## src/muxed_bus_pkg.sv

```systemverilog
// Constants, state codes and helpers for the muxed host bus port
//
// What this block does
// [RL1] Host drives chip select low per cycle
// [RL2] Host holds chip select across all strobes
// [RL3] Unselected cycles latch address, never access
// [RL4] Power fail forces chip select inactive
// [RL5] Address captured at address strobe fall
// [RL6] Address strobe rise discards held address
// [RL7] Host strobes address before every access
// [RL8] Unselected access needs fresh address strobe
// [RL9] Strobe style: read/write is level
// [RL10] Enable style: write data on rise
// [RL11] Host pulses data strobe late in cycle
// [RL12] Strobe style reads drive bus while strobe
// [RL13] Strobe style writes capture on strobe fall
// [RL14] Enable style: drive only while enabled
// [RL15] Strap high strobe style, low enable
// [RL16] Host presents address first, then data
// [RL17] Read ends, bus floats at strobe end
// [RL18] One internal request per qualified access
package muxed_bus_pkg;

  // -------------------------------------------------------------------
  // Widths and reset values
  // -------------------------------------------------------------------
  localparam int BUS_W = 8;                      // Byte-wide muxed bus
  localparam int PIN_W = 3;                      // Number of strobe pins watched
  localparam logic [BUS_W-1:0] BUS_RST = 8'h00;  // Reset value of held bytes
  localparam logic [PIN_W-1:0] PIN_RST = 3'h0;   // Reset value of pin history

  // -------------------------------------------------------------------
  // Strobe vector bit positions
  // -------------------------------------------------------------------
  localparam int IDX_ADDR_STROBE = 0; // Address strobe
  localparam int IDX_DATA_STROBE = 1; // Data strobe
  localparam int IDX_RW = 2; // Read/write line

  // -------------------------------------------------------------------
  // Bus style codes, as seen on the strap
  // -------------------------------------------------------------------
  localparam logic STYLE_STROBE = 1'b1; // Data-strobe style
  localparam logic STYLE_ENABLE = 1'b0; // Enable style, pulldown default

  // -------------------------------------------------------------------
  // Port phase
  // -------------------------------------------------------------------
  typedef enum logic [1:0] {
    ST_IDLE = 2'h0, // No address held
    ST_ADDR = 2'h1, // Address held, waiting for data phase
    ST_READ = 2'h2  // Driving read data
  } port_state_e;

  // Read window level for either style
  function automatic logic read_level(input logic style, input logic strobe, input logic rw);
    read_level = (style == STYLE_STROBE) ? (strobe & rw) : (~strobe & rw);
  endfunction

endpackage

```

## src/muxed_bus_port.sv

```systemverilog
// Device-side muxed address/data host bus port
`timescale 1ns/100ps
module muxed_bus_port #(
  parameter int BUS_W = muxed_bus_pkg::BUS_W
) (
  // Clock and reset
  input wire logic core_clk,
  input wire logic reset_n,
  // Host bus pins
  input wire logic chip_sel_n,
  input wire logic address_strobe,
  input wire logic data_strobe,
  input wire logic read_write_n,
  input wire logic bus_style_select,
  input wire logic [BUS_W-1:0] muxed_addr_data_in,
  output logic [BUS_W-1:0] muxed_addr_data_out,
  output logic muxed_addr_data_oe,
  // Supply monitor
  input wire logic below_power_fail_threshold,
  // Request toward the register and RAM bank
  output logic req_valid,
  output logic req_write,
  output logic [BUS_W-1:0] req_addr,
  output logic [BUS_W-1:0] req_wdata,
  input wire logic [BUS_W-1:0] bank_rdata
);

  // -------------------------------------------------------------------
  // Elaboration check
  // -------------------------------------------------------------------
  if (BUS_W != muxed_bus_pkg::BUS_W)
  begin : g_chk
    $error("muxed_bus_port serves only the byte-wide bus");
  end

  // -------------------------------------------------------------------
  // Pin history and edges
  // -------------------------------------------------------------------
  logic [muxed_bus_pkg::PIN_W-1:0] pins;   // Strobe pins as a vector
  logic [muxed_bus_pkg::PIN_W-1:0] pins_q; // Last sample of strobes
  logic [muxed_bus_pkg::PIN_W-1:0] rise;   // Rising edges
  logic [muxed_bus_pkg::PIN_W-1:0] fall;   // Falling edges

  assign pins[muxed_bus_pkg::IDX_ADDR_STROBE] = address_strobe;
  assign pins[muxed_bus_pkg::IDX_DATA_STROBE] = data_strobe;
  assign pins[muxed_bus_pkg::IDX_RW] = read_write_n;

  strobe_edges #(
    .W(muxed_bus_pkg::PIN_W)
  ) u_edges (
    .core_clk(core_clk),
    .reset_n(reset_n),
    .level(pins),
    .prev_q(pins_q),
    .rise(rise),
    .fall(fall)
  );

  // -------------------------------------------------------------------
  // Style strap and bus history
  // -------------------------------------------------------------------
  logic style_q;                // Sampled strap
  logic style_d;                // Next strap sample
  logic [BUS_W-1:0] bus_prev_q; // Bus byte one cycle back
  logic [BUS_W-1:0] bus_prev_d; // Next bus history

  // Strap follows the pin; reset value is the pulldown choice
  always_comb
  begin
    // [RL15] strap picks style
    style_d = bus_style_select;
    bus_prev_d = muxed_addr_data_in;
  end

  // Strap is caught by the clock, never by the reset itself
  always_ff @(posedge core_clk or negedge reset_n)
  begin
    if (!reset_n)
    begin
      style_q <= muxed_bus_pkg::STYLE_ENABLE;
      bus_prev_q <= muxed_bus_pkg::BUS_RST;
    end
    else
    begin
      style_q <= style_d;
      bus_prev_q <= bus_prev_d;
    end
  end

  // -------------------------------------------------------------------
  // Access qualification
  // -------------------------------------------------------------------
  logic cs_ok;       // Chip select active and supply good
  logic addr_rise;   // Address strobe rising
  logic addr_fall;   // Address strobe falling
  logic window_open; // Read data may be driven now
  logic write_edge;  // Write data capture edge
  logic data_end;    // Data phase has finished

  // [RL4] power fail blocks select
  assign cs_ok = ~chip_sel_n & ~below_power_fail_threshold;
  assign addr_rise = rise[muxed_bus_pkg::IDX_ADDR_STROBE];
  assign addr_fall = fall[muxed_bus_pkg::IDX_ADDR_STROBE];
  // [RL9] read level per style
  assign window_open = cs_ok & muxed_bus_pkg::read_level(style_q, data_strobe, read_write_n);
  // [RL13] strobe fall with write level; [RL10] enable-style rise
  assign write_edge = (style_q == muxed_bus_pkg::STYLE_STROBE)
                    ? (fall[muxed_bus_pkg::IDX_DATA_STROBE] & ~pins_q[muxed_bus_pkg::IDX_RW])
                    : rise[muxed_bus_pkg::IDX_RW];
  // [RL17] strobe end closes the phase
  assign data_end = (style_q == muxed_bus_pkg::STYLE_STROBE)
                  ? fall[muxed_bus_pkg::IDX_DATA_STROBE]
                  : (rise[muxed_bus_pkg::IDX_DATA_STROBE] | rise[muxed_bus_pkg::IDX_RW]);

  // -------------------------------------------------------------------
  // Port phase, held address and request
  // -------------------------------------------------------------------
  muxed_bus_pkg::port_state_e state_q; // Current phase
  muxed_bus_pkg::port_state_e state_d; // Next phase
  logic [BUS_W-1:0] addr_q;            // Held address
  logic [BUS_W-1:0] addr_d;            // Next held address
  logic req_valid_q;                   // Request pulse
  logic req_valid_d;                   // Next request pulse
  logic req_write_q;                   // Request direction
  logic req_write_d;                   // Next direction
  logic [BUS_W-1:0] req_addr_q;        // Request address
  logic [BUS_W-1:0] req_addr_d;        // Next request address
  logic [BUS_W-1:0] req_wdata_q;       // Request write data
  logic [BUS_W-1:0] req_wdata_d;       // Next write data
  logic [BUS_W-1:0] rdata_q;           // Read byte on the bus
  logic [BUS_W-1:0] rdata_d;           // Next read byte
  logic oe_q;                          // Bus drive enable
  logic oe_d;                          // Next drive enable

  // Next phase; address strobe edges win over any data event
  always_comb
  begin
    state_d = state_q;
    addr_d = addr_q;
    req_valid_d = 1'b0;
    req_write_d = req_write_q;
    req_addr_d = req_addr_q;
    req_wdata_d = req_wdata_q;
    rdata_d = rdata_q;
    if (addr_rise)
    begin
      // [RL6] drop held address
      state_d = muxed_bus_pkg::ST_IDLE;
    end
    else if (addr_fall)
    begin
      // [RL5] latch address at fall
      addr_d = bus_prev_q;
      state_d = muxed_bus_pkg::ST_ADDR;
    end
    else
    begin
      unique case (state_q)
        // Without a held address nothing may happen
        muxed_bus_pkg::ST_IDLE:
        begin
          state_d = muxed_bus_pkg::ST_IDLE;
        end
        // Held address, waiting for the data phase
        muxed_bus_pkg::ST_ADDR:
        begin
          if (window_open)
          begin
            // [RL18] one read request
            state_d = muxed_bus_pkg::ST_READ;
            req_valid_d = 1'b1;
            req_write_d = 1'b0;
            req_addr_d = addr_q;
          end
          else if (write_edge)
          begin
            // Address is used up even when unselected
            state_d = muxed_bus_pkg::ST_IDLE;
            // [RL3] unselected cycle does nothing
            if (cs_ok)
            begin
              // [RL18] one write request
              req_valid_d = 1'b1;
              req_write_d = 1'b1;
              req_addr_d = addr_q;
              req_wdata_d = bus_prev_q;
            end
          end
          else if (data_end)
          begin
            // Unselected read still consumes the address
            state_d = muxed_bus_pkg::ST_IDLE;
          end
        end
        // Driving read data until the window closes
        muxed_bus_pkg::ST_READ:
        begin
          // [RL17] end read, float bus
          if (!window_open || data_end)
            state_d = muxed_bus_pkg::ST_IDLE;
          else
            rdata_d = bank_rdata;
        end
        // Unused code falls back to idle
        default:
        begin
          state_d = muxed_bus_pkg::ST_IDLE;
        end
      endcase
    end
    // [RL12] [RL14] drive only in read phase
    oe_d = (state_d == muxed_bus_pkg::ST_READ);
  end

  // Register the phase group
  always_ff @(posedge core_clk or negedge reset_n)
  begin
    if (!reset_n)
    begin
      state_q <= muxed_bus_pkg::ST_IDLE;
      addr_q <= muxed_bus_pkg::BUS_RST;
      req_valid_q <= 1'b0;
      req_write_q <= 1'b0;
      req_addr_q <= muxed_bus_pkg::BUS_RST;
      req_wdata_q <= muxed_bus_pkg::BUS_RST;
      rdata_q <= muxed_bus_pkg::BUS_RST;
      oe_q <= 1'b0;
    end
    else
    begin
      state_q <= state_d;
      addr_q <= addr_d;
      req_valid_q <= req_valid_d;
      req_write_q <= req_write_d;
      req_addr_q <= req_addr_d;
      req_wdata_q <= req_wdata_d;
      rdata_q <= rdata_d;
      oe_q <= oe_d;
    end
  end

  // Outputs come straight from flops
  assign muxed_addr_data_out = rdata_q;
  assign muxed_addr_data_oe = oe_q;
  assign req_valid = req_valid_q;
  assign req_write = req_write_q;
  assign req_addr = req_addr_q;
  assign req_wdata = req_wdata_q;

  // -------------------------------------------------------------------
  // Checks
  // -------------------------------------------------------------------
  property p_no_unselected_access; // [RL3]
    @(posedge core_clk) disable iff (!reset_n)
    req_valid_q |-> $past(cs_ok);
  endproperty
  a_no_unselected_access: assert property (p_no_unselected_access)
    else $error("request issued without chip select");

  property p_power_fail_blocks; // [RL4]
    @(posedge core_clk) disable iff (!reset_n)
    below_power_fail_threshold |=> !oe_q && !req_valid_q;
  endproperty
  a_power_fail_blocks: assert property (p_power_fail_blocks)
    else $error("access during power fail");

  property p_addr_latch; // [RL5]
    @(posedge core_clk) disable iff (!reset_n)
    addr_fall |=> (addr_q == $past(bus_prev_q)) && (state_q == muxed_bus_pkg::ST_ADDR);
  endproperty
  a_addr_latch: assert property (p_addr_latch)
    else $error("address not latched at strobe fall");

  property p_addr_clear; // [RL6]
    @(posedge core_clk) disable iff (!reset_n)
    addr_rise |=> (state_q == muxed_bus_pkg::ST_IDLE) && !oe_q ##1 !req_valid_q;
  endproperty
  a_addr_clear: assert property (p_addr_clear)
    else $error("address kept after strobe rise");

  property p_drive_window; // [RL12]
    @(posedge core_clk) disable iff (!reset_n)
    oe_q |-> $past(window_open) && $past(state_q) != muxed_bus_pkg::ST_IDLE;
  endproperty
  a_drive_window: assert property (p_drive_window)
    else $error("bus driven outside read window");

  property p_strobe_write; // [RL13]
    @(posedge core_clk) disable iff (!reset_n)
    (style_q && fall[muxed_bus_pkg::IDX_DATA_STROBE] && !pins_q[muxed_bus_pkg::IDX_RW]
      && cs_ok && !address_strobe && !pins_q[muxed_bus_pkg::IDX_ADDR_STROBE]
      && state_q == muxed_bus_pkg::ST_ADDR && !window_open)
    |=> req_valid_q && req_write_q && req_wdata_q == $past(bus_prev_q)
        && req_addr_q == $past(addr_q);
  endproperty
  a_strobe_write: assert property (p_strobe_write)
    else $error("strobe-style write not captured");

  property p_enable_write; // [RL10]
    @(posedge core_clk) disable iff (!reset_n)
    (!style_q && rise[muxed_bus_pkg::IDX_RW] && cs_ok && !window_open
      && !address_strobe && !pins_q[muxed_bus_pkg::IDX_ADDR_STROBE]
      && state_q == muxed_bus_pkg::ST_ADDR)
    |=> req_valid_q && req_write_q && req_wdata_q == $past(bus_prev_q);
  endproperty
  a_enable_write: assert property (p_enable_write)
    else $error("enable-style write not captured");

  property p_enable_oe; // [RL14]
    @(posedge core_clk) disable iff (!reset_n)
    (oe_q && !$past(style_q)) |-> !$past(data_strobe) && $past(read_write_n);
  endproperty
  a_enable_oe: assert property (p_enable_oe)
    else $error("enable-style drive without output enable");

  property p_read_end; // [RL17]
    @(posedge core_clk) disable iff (!reset_n)
    (state_q == muxed_bus_pkg::ST_READ && data_end) |=> !oe_q [*2];
  endproperty
  a_read_end: assert property (p_read_end)
    else $error("bus not floated after read end");

  property p_single_request; // [RL18]
    @(posedge core_clk) disable iff (!reset_n)
    req_valid_q |=> !req_valid_q;
  endproperty
  a_single_request: assert property (p_single_request)
    else $error("request longer than one cycle");

  property p_strap_follow; // [RL15]
    @(posedge core_clk) disable iff (!reset_n)
    ##1 style_q == $past(bus_style_select);
  endproperty
  a_strap_follow: assert property (p_strap_follow)
    else $error("style does not follow strap");

endmodule // muxed_bus_port

```

## src/strobe_edges.sv

```systemverilog
// Edge detection for the host strobe pins
`timescale 1ns/100ps
module strobe_edges #(
  parameter int W = muxed_bus_pkg::PIN_W
) (
  // Clock and reset
  input wire logic core_clk,
  input wire logic reset_n,
  // Pin levels, already synchronous
  input wire logic [W-1:0] level,
  // Last sampled level and edge pulses
  output logic [W-1:0] prev_q,
  output logic [W-1:0] rise,
  output logic [W-1:0] fall
);

  // -------------------------------------------------------------------
  // Elaboration check
  // -------------------------------------------------------------------
  if (W < 1)
  begin : g_chk
    $error("strobe_edges needs at least one pin");
  end

  logic [W-1:0] prev_d; // Next history value

  // History just follows the pins
  always_comb
  begin
    prev_d = level;
  end

  // Register history; reset matches idle-low strobes
  always_ff @(posedge core_clk or negedge reset_n)
  begin
    if (!reset_n)
      prev_q <= W'(muxed_bus_pkg::PIN_RST);
    else
      prev_q <= prev_d;
  end

  // Edges compare pins now with last sample
  assign rise = level & ~prev_q;
  assign fall = ~level & prev_q;

endmodule // strobe_edges

```

## config.mk

```make
export PLATFORM = sky130hd
export DESIGN_NAME = muxed_bus_port
export DESIGN_NICKNAME = d
export VERILOG_FILES = /design/src/muxed_bus_pkg.sv /design/src/muxed_bus_port.sv /design/src/strobe_edges.sv
export SDC_FILE = /design/constraint.sdc
export NUM_CORES = 1
export LEC_CHECK = 0
export BUFFER_PORTS_ARGS = -buffer_cell sky130_fd_sc_hd__buf_2
export CAP_MARGIN = 20
export CORE_UTILIZATION = 45
export CTS_CLUSTER_SIZE = 20
export DETAILED_ROUTE_END_ITERATION = 12
export PLACE_DENSITY = 0.7
export SETUP_SLACK_MARGIN = 0.1
export SLEW_MARGIN = 10
export SYNTH_ARGS = -nofsm -noshare
export SYNTH_HDL_FRONTEND = slang
export SYNTH_HIERARCHICAL = 1
export SYNTH_SLANG_ARGS = --single-unit
```

## constraint.sdc

```tcl
create_clock -name core_clk -period 2.21 [get_ports core_clk]
set_input_delay 0.442 -clock core_clk [delete_from_list [all_inputs] [get_ports core_clk]]
set_output_delay 0.442 -clock core_clk [all_outputs]
set_load 0.1 [all_outputs]
```

==> flow_metrics.py <==
metrics = {
    "detailed_routing": {
        "ant_nets": 0,
        "drc": 0,
        "viasPerCell": 4.918,
        "dr.pass1.iters": 6,
        "totalWireLength_mm": 3.163,
        "initialDrtViolationCount": 37,
        "wire_per_inst_um": 13.69,
        "via_count": 1136,
    },
    "layout": {
        "layout_common_cells": "buf_2, dfrtp_1, mux2_2",
        "final_util_pct": 57.74,
        "final_nets": 206,
        "drive_gt1_share_pct": 58.01,
        "final_common_cell": "buf_2",
        "num_antenna_cells": 0,
        "area_growth_pct": 22.58,
    },
    "critical_path": {
        "path_max_fanout": 8,
        "cp_data_arrival_time_ns": 2.09,
        "crit_type": "reg -> reg",
        "end_kind": "flip-flop",
        "r2r_setup_slack_ns": 0.31,
        "start_kind": "flip-flop",
        "cp.required_ns": 2.39,
    },
    "clock_tree": {
        "hold_buffers": 0,
        "cts_setup_buffers": 0,
        "cts_buffers": 5,
        "cts_sinks": 49,
        "path_clk_slew_ns": 0.09,
        "cts_root_buffer": "clkbuf_8",
        "clock_latency_ns": 0.30,
        "cts_buffer_depth": 2,
        "cts_tree": "built",
        "cts_resized": 0,
        "cts_max_level": 2,
    },
    "die": {
        "start_util_pct": 47.11,
        "die_h_um": 66.71,
        "dieWidth_um": 66.71,
        "core_area_mm2": 0.004000,
        "pin_count": 51,
        "rows": 23,
        "dieArea_mm2": 0.004450,
    },
    "global_routing": {
        "grtUsageTotal_pct": 17.00,
        "grt_pass1_wl_mm": 5.313,
        "antenna_found_initial": 0,
        "grt_pass1_vias": 1186,
        "overflow": 0,
        "grt_max_degree": 31,
    },
    "yosys": {
        "avgSynthCellArea_um2": 15.70,
        "synth_nets": 146,
        "yosys_warnings": 6,
        "syn_area_mm2": 0.001884,
        "synthCells": 120,
    },
    "sta": {
        "max_slew_margin_pct": 57.71,
        "rsz0062_at_grt": "false",
        "fin_crit_sh_pct": 86.14,
        "post-route-min-period_ns": 1.904,
        "fin_tns_setup_ns": 0,
        "drv_slew": 0,
        "tightest_slew_ns": 0.6344,
        "setup_viol": 0,
        "whs_ns": 0.1507,
        "fin_skew_ns": 0.006412,
        "hold_viol": 0,
        "fmax_ghz": 0.5253,
    },
    "place": {
        "dp.final_hpwl_mm": 2.463,
        "port_buffers": 50,
        "place.gp.congestion": 0.8320,
    },
    "pwr": {
        "clkPwrFrac_pct": 30.2,
        "p_seq_share_pct": 57.0,
        "combPwrFrac_pct": 12.8,
        "power.density_mw_per_mm2": 736.0,
        "leakage_nw": 1.224,
        "internal_power_mw": 1.238,
        "power_switching_uw": 461.5,
        "ir_drop_mv": 0.4808,
        "power_switching_share_pct": 27.15,
    },
    "worst_hold_path": {
        "hp-class": "in -> async",
    },
    "run": {
        "cap_viol_max_count": 0,
    },
    "status": {
        "run_status": "completed",
    },
}
-- cell type report --
| cell class | instances | area (um2) |
|---|---|---|
| multi-input cells | 64 | 624.3 |
| repair buffers | 55 | 287.8 |
| clock buffers | 5 | 68.82 |
| clock inverters | 3 | 21.27 |
| fillers | 338 | 1690 |
| inverters | 5 | 18.77 |
| well taps | 50 | 62.56 |
| flip-flops and latches | 49 | 1226 |
-- final timing paths --
check | cells past startpoint | end | start
max | 4 | muxed_addr_data_out[4] | style_q
min | 1 | addr_q[5] | reset_n
max reg2reg | 4 | muxed_addr_data_out[4] | style_q
min reg2reg | 1 | addr_q[0] | bus_prev_q[0]
max in group asynchronous | 2 | muxed_addr_data_out[4] | reset_n
min in group core_clk | 1 | bus_prev_q[0] | muxed_addr_data_in[0]
-- worst max-delay path, cell delays in order, from the launching register on --
cell     delay [ns]
dfrtp_1        0.42
xnor2_1        0.31
and4_4         0.28
and4_1         0.41
mux2_2         0.38
-- per-layer routing --
layer | global-route usage [%] | routed length [um]
met1 | 19.50 | 1292
met2 | 28.54 | 1594
met3 | 5.993 | 219
met4 | 7.181 | 57
met5 | 0 | 0
-- state kept, by name, indices dropped and copies added (netlist names) --
name	count
style_q	1
muxed_addr_data_out	8
muxed_addr_data_oe	1
req_write	1
u_edges/prev_q	3
bus_prev_q	8
addr_q	8
req_wdata	8
state_q	2
req_addr	8
req_valid	1
-- stage by stage --
step	setup slack (ns)	cells	instance area [um2]	power [mW]
floorplan	0.4589	120	1884	1.136
global placement	0.1725	223	2220	1.201
detailed placement	0.1652	223	2220	1.209
CTS	0.2989	231	2310	1.728
global route	0.2023	231	2310	1.787
finish	0.3063	231	2310	1.700
-- power groups by stage --
stage               clock (mW)  sequential (mW)  combinational [mW]
finish                   0.513            0.969               0.218
global route             0.576            0.978               0.234
CTS                      0.537            0.970               0.221
detailed placement           0            0.988               0.221
global placement             0            0.985               0.217
floorplan                    0             1.07              0.0627
(Power assumes the default switching activity.)
